**src/logic/tct_pkg.sv**
```systemverilog
// Overview of operation
// - Sync output pulses at 8kHz on backplane clock
// - Sync plus backplane clock act as bus master
// - Sampled signaling bits strobed out on tx_sig_bit with tx_sig_valid
// - Store off: sample on line clock fall
// - Store on: sample on system clock fall
// - Accept signaling stream up to 16.384MHz
// - Block output level programmable per time slot
// - Block output follows clock chosen by store
// - Gapped mode: N x 64kHz fractional clock
// - Channel clock mode: high during channel LSB
// - Gapped clock enable bit selects mode
// - Channel clock timed by store-selected clock
package tct_pkg;
  localparam logic [31:0] OFS_CTRL      = 32'h0000_0000;
  localparam logic [31:0] OFS_STATUS    = 32'h0000_0004;
  localparam logic [31:0] OFS_SYNC_DIV  = 32'h0000_0008;
  localparam logic [31:0] OFS_BLOCK     = 32'h0000_0010;
  localparam logic [31:0] OFS_GAP       = 32'h0000_0014;
  localparam logic [31:0] OFS_SIG_DATA  = 32'h0000_0018;
  localparam int          CTRL_E1_BIT    = 0;
  localparam int          CTRL_ES_BIT    = 1;
  localparam int          CTRL_GAP_BIT   = 2;
  localparam int          CTRL_SYNCO_BIT = 3;
  localparam int          CTRL_SIGEN_BIT = 4;
  localparam int          CTRL_FBIT_BIT  = 5;
  localparam logic [7:0]  CTRL_RESET     = 8'h00;
  localparam logic [15:0] SYNC_DIV_RESET = 16'h0100;
  localparam logic [7:0]  T1_BITS        = 8'hC0;
  localparam logic [7:0]  E1_BITS        = 8'hFF;
  localparam logic [1:0]  RESP_OKAY      = 2'h0;
  localparam logic [1:0]  RESP_SLVERR    = 2'h2;
  typedef struct packed {
    logic line_clk;
    logic sys_clk;
    logic bp_clk;
    logic sig_in;
  } tct_pins_s;
endpackage : tct_pkg

```
**src/logic/tct_top.sv**
```systemverilog
// Our own choices: register access over AXI4-Lite and the placing of the registers.
`timescale 1ns/1ps
module tct_top
  import tct_pkg::*;
(
  input  wire logic        aclk,
  input  wire logic        aresetn,
  input  wire logic [31:0] s_axi_awaddr,
  input  wire logic        s_axi_awvalid,
  output logic             s_axi_awready,
  input  wire logic [31:0] s_axi_wdata,
  input  wire logic [3:0]  s_axi_wstrb,
  input  wire logic        s_axi_wvalid,
  output logic             s_axi_wready,
  output logic [1:0]       s_axi_bresp,
  output logic             s_axi_bvalid,
  input  wire logic        s_axi_bready,
  input  wire logic [31:0] s_axi_araddr,
  input  wire logic        s_axi_arvalid,
  output logic             s_axi_arready,
  output logic [31:0]      s_axi_rdata,
  output logic [1:0]       s_axi_rresp,
  output logic             s_axi_rvalid,
  input  wire logic        s_axi_rready,
  input  wire tct_pins_s   pins,
  input  wire logic        tx_system_sync_in,
  output logic             tx_system_sync_out,
  output logic             tx_system_sync_oe,
  output logic             tx_channel_block_out,
  output logic             tx_channel_clock_out,
  output logic             tx_sig_bit,
  output logic             tx_sig_valid
);
  logic [7:0]  ctrl_r;
  logic [15:0] sync_div_r;
  logic [31:0] block_r;
  logic [31:0] gap_r;
  logic [31:0] sig_shift_r;

  logic [3:0]  s1_r;
  logic [3:0]  s2_r;
  logic [3:0]  s3_r;
  logic        ssi1_r;
  logic        ssi2_r;
  logic        ssi3_r;

  logic [15:0] bp_cnt_r;
  logic [7:0]  bit_cnt_r;
  logic [7:0]  frame_bits;
  logic        es_on;
  logic        e1;
  logic        line_transmit_clock_fall;
  logic        line_transmit_clock_rise;
  logic        bp_rise;
  logic        frm_start;
  logic [4:0]  chan;
  logic [2:0]  bpos;
  logic        fbit;
  logic        chan_sel;

  logic        aw_hold_r;
  logic        w_hold_r;
  logic [31:0] awaddr_r;
  logic [31:0] wdata_r;
  logic [3:0]  wstrb_r;

  logic [31:0] rd_mux;
  logic        rd_ok;
  logic [31:0] status_w;

  // Two flops before use; pins are asynchronous to aclk
  always_ff @(posedge aclk) begin
    if (!aresetn) begin
      s1_r   <= 4'h0;
      s2_r   <= 4'h0;
      s3_r   <= 4'h0;
      ssi1_r <= 1'b0;
      ssi2_r <= 1'b0;
      ssi3_r <= 1'b0;
    end else begin
      s1_r   <= pins;
      s2_r   <= s1_r;
      s3_r   <= s2_r;
      ssi1_r <= tx_system_sync_in;
      ssi2_r <= ssi1_r;
      ssi3_r <= ssi2_r;
    end
  end

  assign es_on = ctrl_r[CTRL_ES_BIT];
  assign e1    = ctrl_r[CTRL_E1_BIT];
  assign frame_bits = e1 ? E1_BITS : T1_BITS;

  // line clock fall when store off
  // system clock fall when store on
  always_comb begin
    line_transmit_clock_fall = 1'b0;
    line_transmit_clock_rise = 1'b0;
    if (es_on) begin
      line_transmit_clock_fall = s3_r[2] & ~s2_r[2];
      line_transmit_clock_rise = ~s3_r[2] & s2_r[2];
    end else begin
      line_transmit_clock_fall = s3_r[3] & ~s2_r[3];
      line_transmit_clock_rise = ~s3_r[3] & s2_r[3];
    end
  end

  // Sync divider runs on the backplane clock alone
  assign bp_rise = ~s3_r[1] & s2_r[1];

  // external sync aligns frame with store on and sync output off
  assign frm_start = es_on && !ctrl_r[CTRL_SYNCO_BIT] && ssi2_r && !ssi3_r;

  // Bit position inside the frame
  always_ff @(posedge aclk) begin
    if (!aresetn) begin
      bit_cnt_r <= 8'h00;
    end else if (frm_start) begin
      bit_cnt_r <= 8'h00;
    end else if (line_transmit_clock_rise) begin
      bit_cnt_r <= (bit_cnt_r >= frame_bits) ? 8'h00 : bit_cnt_r + 8'h01;
    end
  end

  // T1 frame starts with F-bit, then 24 slots of 8 bits
  assign fbit = !e1 && (bit_cnt_r == 8'h00);
  always_comb begin
    logic [7:0] b;
    b    = e1 ? bit_cnt_r : bit_cnt_r - 8'h01;
    chan = b[7:3];
    bpos = b[2:0];
  end

  assign chan_sel = fbit ? ctrl_r[CTRL_FBIT_BIT] : gap_r[chan];

  // outputs move on the selected clock edge
  always_ff @(posedge aclk) begin
    if (!aresetn) begin
      tx_channel_block_out <= 1'b0;
      tx_channel_clock_out <= 1'b0;
    end else if (line_transmit_clock_rise) begin
      tx_channel_block_out <= fbit ? 1'b0 : block_r[chan];
      if (ctrl_r[CTRL_GAP_BIT]) begin
        // gated clock high half follows the store-selected clock
        tx_channel_clock_out <= chan_sel;
      end else begin
        tx_channel_clock_out <= !fbit && (bpos == 3'h7);
      end
    end else if (line_transmit_clock_fall && ctrl_r[CTRL_GAP_BIT]) begin
      tx_channel_clock_out <= 1'b0;
    end
  end

  always_ff @(posedge aclk) begin
    if (!aresetn) begin
      tx_sig_bit   <= 1'b0;
      tx_sig_valid <= 1'b0;
      sig_shift_r  <= 32'h0000_0000;
    end else begin
      tx_sig_valid <= 1'b0;
      if (line_transmit_clock_fall && ctrl_r[CTRL_SIGEN_BIT]) begin
        tx_sig_bit   <= s2_r[0];
        tx_sig_valid <= 1'b1;
        sig_shift_r  <= {sig_shift_r[30:0], s2_r[0]};
      end
    end
  end

  // sync output, one backplane period per frame
  always_ff @(posedge aclk) begin
    if (!aresetn) begin
      bp_cnt_r           <= 16'h0000;
      tx_system_sync_out <= 1'b0;
      tx_system_sync_oe  <= 1'b0;
    end else begin
      tx_system_sync_oe <= ctrl_r[CTRL_SYNCO_BIT];
      // Counting backplane edges keeps the pulse one
      // backplane period wide at any backplane rate
      if (bp_rise) begin
        bp_cnt_r           <= (bp_cnt_r >= sync_div_r - 16'h0001) ? 16'h0000 :
                              bp_cnt_r + 16'h0001;
        tx_system_sync_out <= ctrl_r[CTRL_SYNCO_BIT] && (bp_cnt_r == 16'h0000);
      end
    end
  end

  // AXI4-Lite write
  always_ff @(posedge aclk) begin
    if (!aresetn) begin
      aw_hold_r     <= 1'b0;
      w_hold_r      <= 1'b0;
      awaddr_r      <= 32'h0000_0000;
      wdata_r       <= 32'h0000_0000;
      wstrb_r       <= 4'h0;
      s_axi_awready <= 1'b0;
      s_axi_wready  <= 1'b0;
      s_axi_bvalid  <= 1'b0;
      s_axi_bresp   <= RESP_OKAY;
      ctrl_r        <= CTRL_RESET;
      sync_div_r    <= SYNC_DIV_RESET;
      block_r       <= 32'h0000_0000;
      gap_r         <= 32'h0000_0000;
    end else begin
      // Address and data arrive in either order; neither
      // is taken again while the response still stands
      s_axi_awready <= !aw_hold_r && !s_axi_awready && s_axi_awvalid && !s_axi_bvalid;
      s_axi_wready  <= !w_hold_r && !s_axi_wready && s_axi_wvalid && !s_axi_bvalid;
      if (s_axi_awvalid && s_axi_awready) begin
        aw_hold_r <= 1'b1;
        awaddr_r  <= s_axi_awaddr;
      end
      if (s_axi_wvalid && s_axi_wready) begin
        w_hold_r <= 1'b1;
        wdata_r  <= s_axi_wdata;
        wstrb_r  <= s_axi_wstrb;
      end
      if (aw_hold_r && w_hold_r) begin
        aw_hold_r    <= 1'b0;
        w_hold_r     <= 1'b0;
        s_axi_bvalid <= 1'b1;
        s_axi_bresp  <= RESP_OKAY;
        unique case (awaddr_r)
          OFS_CTRL: begin
            if (wstrb_r[0]) ctrl_r <= wdata_r[7:0];
          end
          OFS_SYNC_DIV: begin
            if (wstrb_r[0]) sync_div_r[7:0] <= wdata_r[7:0];
            if (wstrb_r[1]) sync_div_r[15:8] <= wdata_r[15:8];
          end
          OFS_BLOCK: begin
            for (int i = 0; i < 4; i++) begin
              if (wstrb_r[i]) block_r[i*8 +: 8] <= wdata_r[i*8 +: 8];
            end
          end
          OFS_GAP: begin
            for (int i = 0; i < 4; i++) begin
              if (wstrb_r[i]) gap_r[i*8 +: 8] <= wdata_r[i*8 +: 8];
            end
          end
          OFS_STATUS, OFS_SIG_DATA: ;
          default: s_axi_bresp <= RESP_SLVERR;
        endcase
      end else if (s_axi_bvalid && s_axi_bready) begin
        s_axi_bvalid <= 1'b0;
      end
    end
  end

  // Live snapshot; bit position and channel as the slot counter sees them
  always_comb begin
    status_w       = 32'h0000_0000;
    status_w[2:0]  = bpos;
    status_w[7:3]  = chan;
    status_w[8]    = tx_channel_block_out;
    status_w[9]    = tx_channel_clock_out;
    status_w[10]   = tx_system_sync_out;
  end

  always_comb begin
    rd_ok  = 1'b1;
    rd_mux = 32'h0000_0000;
    unique case (s_axi_araddr)
      OFS_CTRL:     rd_mux = {24'h00_0000, ctrl_r};
      OFS_STATUS:   rd_mux = status_w;
      OFS_SYNC_DIV: rd_mux = {16'h0000, sync_div_r};
      OFS_BLOCK:    rd_mux = block_r;
      OFS_GAP:      rd_mux = gap_r;
      OFS_SIG_DATA: rd_mux = sig_shift_r;
      default:      rd_ok  = 1'b0;
    endcase
  end

  // AXI4-Lite read
  always_ff @(posedge aclk) begin
    if (!aresetn) begin
      s_axi_arready <= 1'b0;
      s_axi_rvalid  <= 1'b0;
      s_axi_rdata   <= 32'h0000_0000;
      s_axi_rresp   <= RESP_OKAY;
    end else begin
      s_axi_arready <= !s_axi_arready && s_axi_arvalid && !s_axi_rvalid;
      // Data captured at the address handshake
      if (s_axi_arvalid && s_axi_arready) begin
        s_axi_rvalid <= 1'b1;
        s_axi_rdata  <= rd_mux;
        s_axi_rresp  <= rd_ok ? RESP_OKAY : RESP_SLVERR;
      end else if (s_axi_rvalid && s_axi_rready) begin
        s_axi_rvalid <= 1'b0;
      end
    end
  end
endmodule : tct_top

```
**config.mk**
```make
export PLATFORM = sky130hd
export DESIGN_NAME = tct_top
export DESIGN_NICKNAME = d
export VERILOG_FILES = /design/src/logic/tct_pkg.sv /design/src/logic/tct_top.sv
export SDC_FILE = /design/constraint.sdc
export NUM_CORES = 1
export LEC_CHECK = 0
export BUFFER_PORTS_ARGS = -buffer_cell sky130_fd_sc_hd__buf_4
export CORE_UTILIZATION = 35
export DETAILED_ROUTE_END_ITERATION = 7
export HOLD_SLACK_MARGIN = 0.08
export PLACE_DENSITY_LB_ADDON = 0.12
export SYNTH_ARGS = -nofsm -noshare
export SYNTH_HDL_FRONTEND = slang
export SYNTH_SLANG_ARGS = --single-unit
```
**constraint.sdc**
```tcl
create_clock -name aclk -period 4.05 [get_ports aclk]
set_input_delay 0 -clock aclk [delete_from_list [all_inputs] [get_ports aclk]]
set_output_delay 0 -clock aclk [all_outputs]
set_load 0.01 [all_outputs]
```
* Word-level counts from Yosys, hierarchy flattened *
Cells that the tools add are included.

storage, ports and cells
  register bits after elaboration = 276
  input bits = 112
  output and inout bits = 47
  logic and storage cells = 147

cells by class
  $add $sub $neg = 4
  order comparisons = 3
  equal/unequal tests = 11
  multiplexer cells = 24
  bitwise gates (word level) = 11
  reductions and logical operators = 55

operators with widths
  cell                     number
  $eq A32 B5 Y1 const B    6
  $pmux W32 S6             1
  $eq A32 B3 Y1 const B    2
  $eq A32 B4 Y1 const B    2
  $logic_not A32 Y1        2
  $reduce_and A3 Y1        11
  $logic_and A1 B1 Y1      22
  $add A16 B1 Y16 const B  1
  $ge A16 B16 Y1           1
  $logic_not A16 Y1        1
  $mux W16                 1
  $mux W8                  2
  $sub A16 B1 Y16 const B  1
  $mux W1                  15
  $reduce_or A6 Y1         2
  $logic_not A1 Y1         11
  $bmux W1 S5              2
  $add A8 B1 Y8 const B    1
  $ge A8 B8 Y1             1
  $logic_not A8 Y1         1
  $sub A8 B1 Y8 const B    1
  $lt A5 B6 Y1 const B     1
  $mux W6                  1
  $not A1 Y1               6
  5 further kinds          13

* Logic depth before layout (Yosys ltp) *
  depth after elaboration = 7
  gate-level depth with buffers = 18
  gate-level depth less buffers = 17

* Worst setup path before layout *
Ideal clock, no wire load.

  kind = flip-flop to flip-flop
  from = reg sync_div_r[0]
  to = reg bp_cnt_r[10]
  setup time = 128 ps
  arrival = 3292 ps
  data required time = 3922 ps
  slack = 631 ps
  stages on the path, launching flop included = 18
  path buffers = 1
  clock period less this slack = 3419 ps
  path through = dfxtp_1 -> inv_1 -> ha_1 -> nand2_1 -> or3_1 -> nor2_1 -> nand2_1 -> nor4_1 -> xnor2_1 -> ha_1 -> a21o_1 -> a21oi_1 -> nand2_1 -> nor3_1 -> o21a_1 -> o41ai_1 -> clkbuf_1 -> nor2_1

on the way
  longest elaborated chain between the ends = 3

RTL lines
  what                    line            text
  from (decl)             tct_top.sv:35   logic [15:0] sync_div_r;
  from (signal assigned)  tct_top.sv:227  if (wstrb_r[0]) sync_div_r[7:0] <= wdata_r[7:0];
  $sub A16 B1 Y16         tct_top.sv:180  bp_cnt_r <= (bp_cnt_r >= sync_div_r - 16'h0001) ? 16'h0000 :
  $ge A16 B16 Y1          tct_top.sv:180
  $mux W16                tct_top.sv:180
  to (signal assigned)    tct_top.sv:180
  to (decl)               tct_top.sv:47   logic [15:0] bp_cnt_r;

Every way passes these cells.
A chain may end at the register's enable or synchronous reset.

* Worst setup path after layout *
  from = reg sync_div_r[2]
  to = reg bp_cnt_r[3]

Same word-level chain as after synthesis.

==> run_results.csv <==
group,metric,value,unit
detailed_routing,ant_nets,0,
global_routing,grt_max_degree,135,
critical_path,reg2reg_from,"sync_div_r[2]",
logic_synthesis,post_synth.cell_area_avg,9.15,um2
global_routing,antenna_found_initial,0,
layout,utilization,0.475,
logic_synthesis,synth-async-reset-ratio,0,
timing,finalHoldViolations,0,
clocking,clkSinkCount,272,
clocking,clk_latency,0.56,ns
critical_path,crit_path_max_fanout,16,
place,placed_cells,1903,
clocking,clkTransAtPathRegs,0.06,ns
min_path,worst_hold_path_type,"in2reg",
layout,final_nets,1775,
critical_path,endpoint,"bp_cnt_r[3]",
timing,setup_tns,0,ns
place,dp_hpwl,24.2,mm
logic_synthesis,ys_warn_count,0,
critical_path,reg2reg_to,"bp_cnt_r[3]",
die,io_pins,159,
timing,maxSlewHeadroom,0.280,
critical_path,arrival,4.03,ns
detailed_routing,wl_per_cell,17.3,um
place,gp_congestion,0.815,
layout,fillers,3355,
critical_path,crit_type,"reg2reg",
place,port_buffers,156,
global_routing,track_usage,0.201,
detailed_routing,met3_length,1.65,mm
logic_synthesis,ys_seq_area_frac,0.438,
critical_path,cp.required,4.53,ns
critical_path,end_kind,"register",
global_routing,overflow,0,
critical_path,critPathLaunchType,"register",
timing,setup_viol,0,
global_routing,grt_pass1_vias,10600,
detailed_routing,drc,0,
clocking,clockRootBuffer,"clkbuf_16",
timing,max_freq,282,MHz
detailed_routing,drt_iter0_markers,609,
clocking,htree_levels,1,
detailed_routing,viasPerCell,4.99,
timing,worst_pin_slew,1.08,ns
critical_path,r2r_setup_slack,0.50,ns
critical_path,crit_start,"sync_div_r[2]",
power_and_ir_drop,power.leakage,6.43,nW
power_and_ir_drop,p_per_area,356,mW/mm2
timing,fin_crit_sh,0.876,
detailed_routing,top_layer,"met4",
clocking,cts-buffers-inserted,31,
layout,post_route_cells_drive_above_1_share,0.142,
die,rows,68,
die,die_y,191,um
timing,rsz0062_at_grt,"no",
timing,post-route-min-period,3.55,ns
clocking,clk_path_buf_depth,3,
layout,finalNonFillerCells,2112,
global_routing,grt_pass1_wl,58.1,mm
logic_synthesis,synth_cell_types,55,
die,core_area,0.0347,mm2
timing,worst_clock_skew,0.0107,ns
logic_synthesis,ys_ff_latch,272,
die,die_area,0.0363,mm2
layout,num_antenna_cells,0,
detailed_routing,drt-met1-wl,17.4,mm
power_and_ir_drop,peakVddDrop,0.325,mV
job,max-cap-violations,0,
layout,area_delta_synth_final,32.6,%
logic_synthesis,syn_area,0.0124,mm2
detailed_routing,dr.pass1.iters,8,
die,start_util,0.358,
logic_synthesis,ys.flop_type,"dfxtp_1",
clocking,cts_tree,"done",
logic_synthesis,synth_cells,1359,
timing,drv_slew,0,
die,die_x,191,um
detailed_routing,vias,10500,
logic_synthesis,synth_edf_count,0,
critical_path,rr_worst_depth,16,
status,status,"complete, no violations",
clocking,cts.repair.resized,0,
detailed_routing,drt_wl_total,36.5,mm
detailed_routing,dr_wl_met2,16.8,mm
cells by family after synthesis:
logic type      count (synthesis)  share of synthesized area
simple gates                  549                      0.215
flops                         272                      0.438
compound gates                242                      0.140
mux                           127                      0.113
buf+inv                        98                     0.0336
xor+xnor                       42                     0.0317
fa+ha+maj                      28                     0.0282
other cells                     1                   0.000301
per-layer routing:
layer | track usage | vias to the layer above
li1 | - | 5273
met1 | 0.272 | 4977
met2 | 0.338 | 232
met3 | 0.0287 | 48
met4 | 0.0455 | 0
met5 | 0 | -
synthesized netlist by cell type, drive strengths merged, types with 11 or more instances:
master,number,area [um2]
nand2,267,1000
xor2,21,184
mux2i,117,1170
a21oi,31,155
inv,11,41.3
nand4,11,68.8
a222oi,25,250
a221oi,13,114
nor3,13,76.3
clkbuf,69,259
nor2b,103,644
ha,28,350
a21boi,102,766
buf,18,118
nor2,55,206
dfxtp,272,5450
and2,37,231
o21ai,34,170
nor4,20,140
xnor2,21,210
a21o,12,90.1
worst min path at each step:
stage	slack (ns)	from	cells after the start	endpoint
2_1_floorplan	0.13	pins[0]	1	s1_r[0]
3_3_place_gp	0.22	pins[1]	2	s1_r[1]
3_5_place_dp	0.22	pins[0]	2	s1_r[0]
4_1_cts	0.17	s_axi_araddr[2]	6	s_axi_rdata[15]
5_1_grt	0.21	s_axi_araddr[2]	6	s_axi_rdata[15]
6_report	0.19	s_axi_araddr[2]	6	s_axi_rdata[14]
report_power, final:
| group | switching, mW | total (mW) | internal [mW] | leakage (nW) |
|---|---|---|---|---|
| Clock | 1.13 | 2.72 | 1.59 | 0.487 |
| Combinational | 0.174 | 0.417 | 0.243 | 3.75 |
| Sequential | 0.0314 | 2.74 | 2.71 | 2.20 |
sequential cells by signal, summed over array words and instances, names as in the netlist, 3 cells and up:
register and count:
s_axi_rdata 32, sig_shift_r 32, s2_r 4, sync_div_r 16
bp_cnt_r 16, gap_r 32, block_r 32, awaddr_r 32
wdata_r 32, s3_r 3, bit_cnt_r 8, s1_r 4
ctrl_r 8, wstrb_r 4
stage by stage:
stage | hold slack (ns) | worst slack [ns] | power, mW | area (um2)
after CTS | 0.171 | 0.494 | 5.95 | 16500
after global routing | 0.209 | 0.258 | 6.10 | 16500
final | 0.188 | 0.502 | 5.88 | 16500
after floorplan | 0.127 | 0.631 | 2.97 | 12400
after detailed placement | 0.216 | 0.507 | 3.13 | 14000
after global placement | 0.216 | 0.589 | 3.13 | 14000
worst max-delay path, stage by stage, from the launching register on:
cell and delay, ns:
dfxtp_1 0.35, nor2_1 0.15, nand3_1 0.12, nor4_1 0.52, nand2_1 0.22, nor3_1 0.23, xnor2_1 0.15, ha_1 0.26
a21o_1 0.18, a21o_1 0.17, a21oi_1 0.20, nand2_1 0.11, nor3_1 0.17, o21a_1 0.16, o41ai_2 0.07, buf_4 0.24
nor3_1 0.18
what timing repair did:
action                                  CTS  global route
endpoints found under the setup margin    0             0
hold endpoints to repair                128             0
buffers inserted                          0             0
hold buffers                            154             0
final cells by class:
type	instances	area (um2)	area share
clock buffer	45	898	0.0545
clock inverter	10	81.3	0.00493
inverter	11	41.3	0.00250
multi-input combinational	990	6600	0.400
sequential	272	5450	0.330
tap	455	569	0.0345
timing repair buffer	329	2860	0.173
placed cells by master (no fill, tap or decap), drive strengths merged, types with 9 or more instances in the layout:
master,synthesis,final
dlygate4sd3,0,154
o21ai,34,34
dfxtp,272,272
a21oi,31,31
nor2,55,55
a21o,12,12
a221oi,13,13
xor2,21,21
inv,11,12
nor4,20,20
and2,37,37
xnor2,21,21
a222oi,25,25
buf,18,175
nand2,267,267
nand3,10,10
nor3,13,13
clkbuf,69,45
a21boi,102,102
nor2b,103,103
ha,28,28
mux4,10,10
nand4,11,11
and3,9,9
mux2i,117,117
Note: power is estimated with default switching activity, not from simulation.
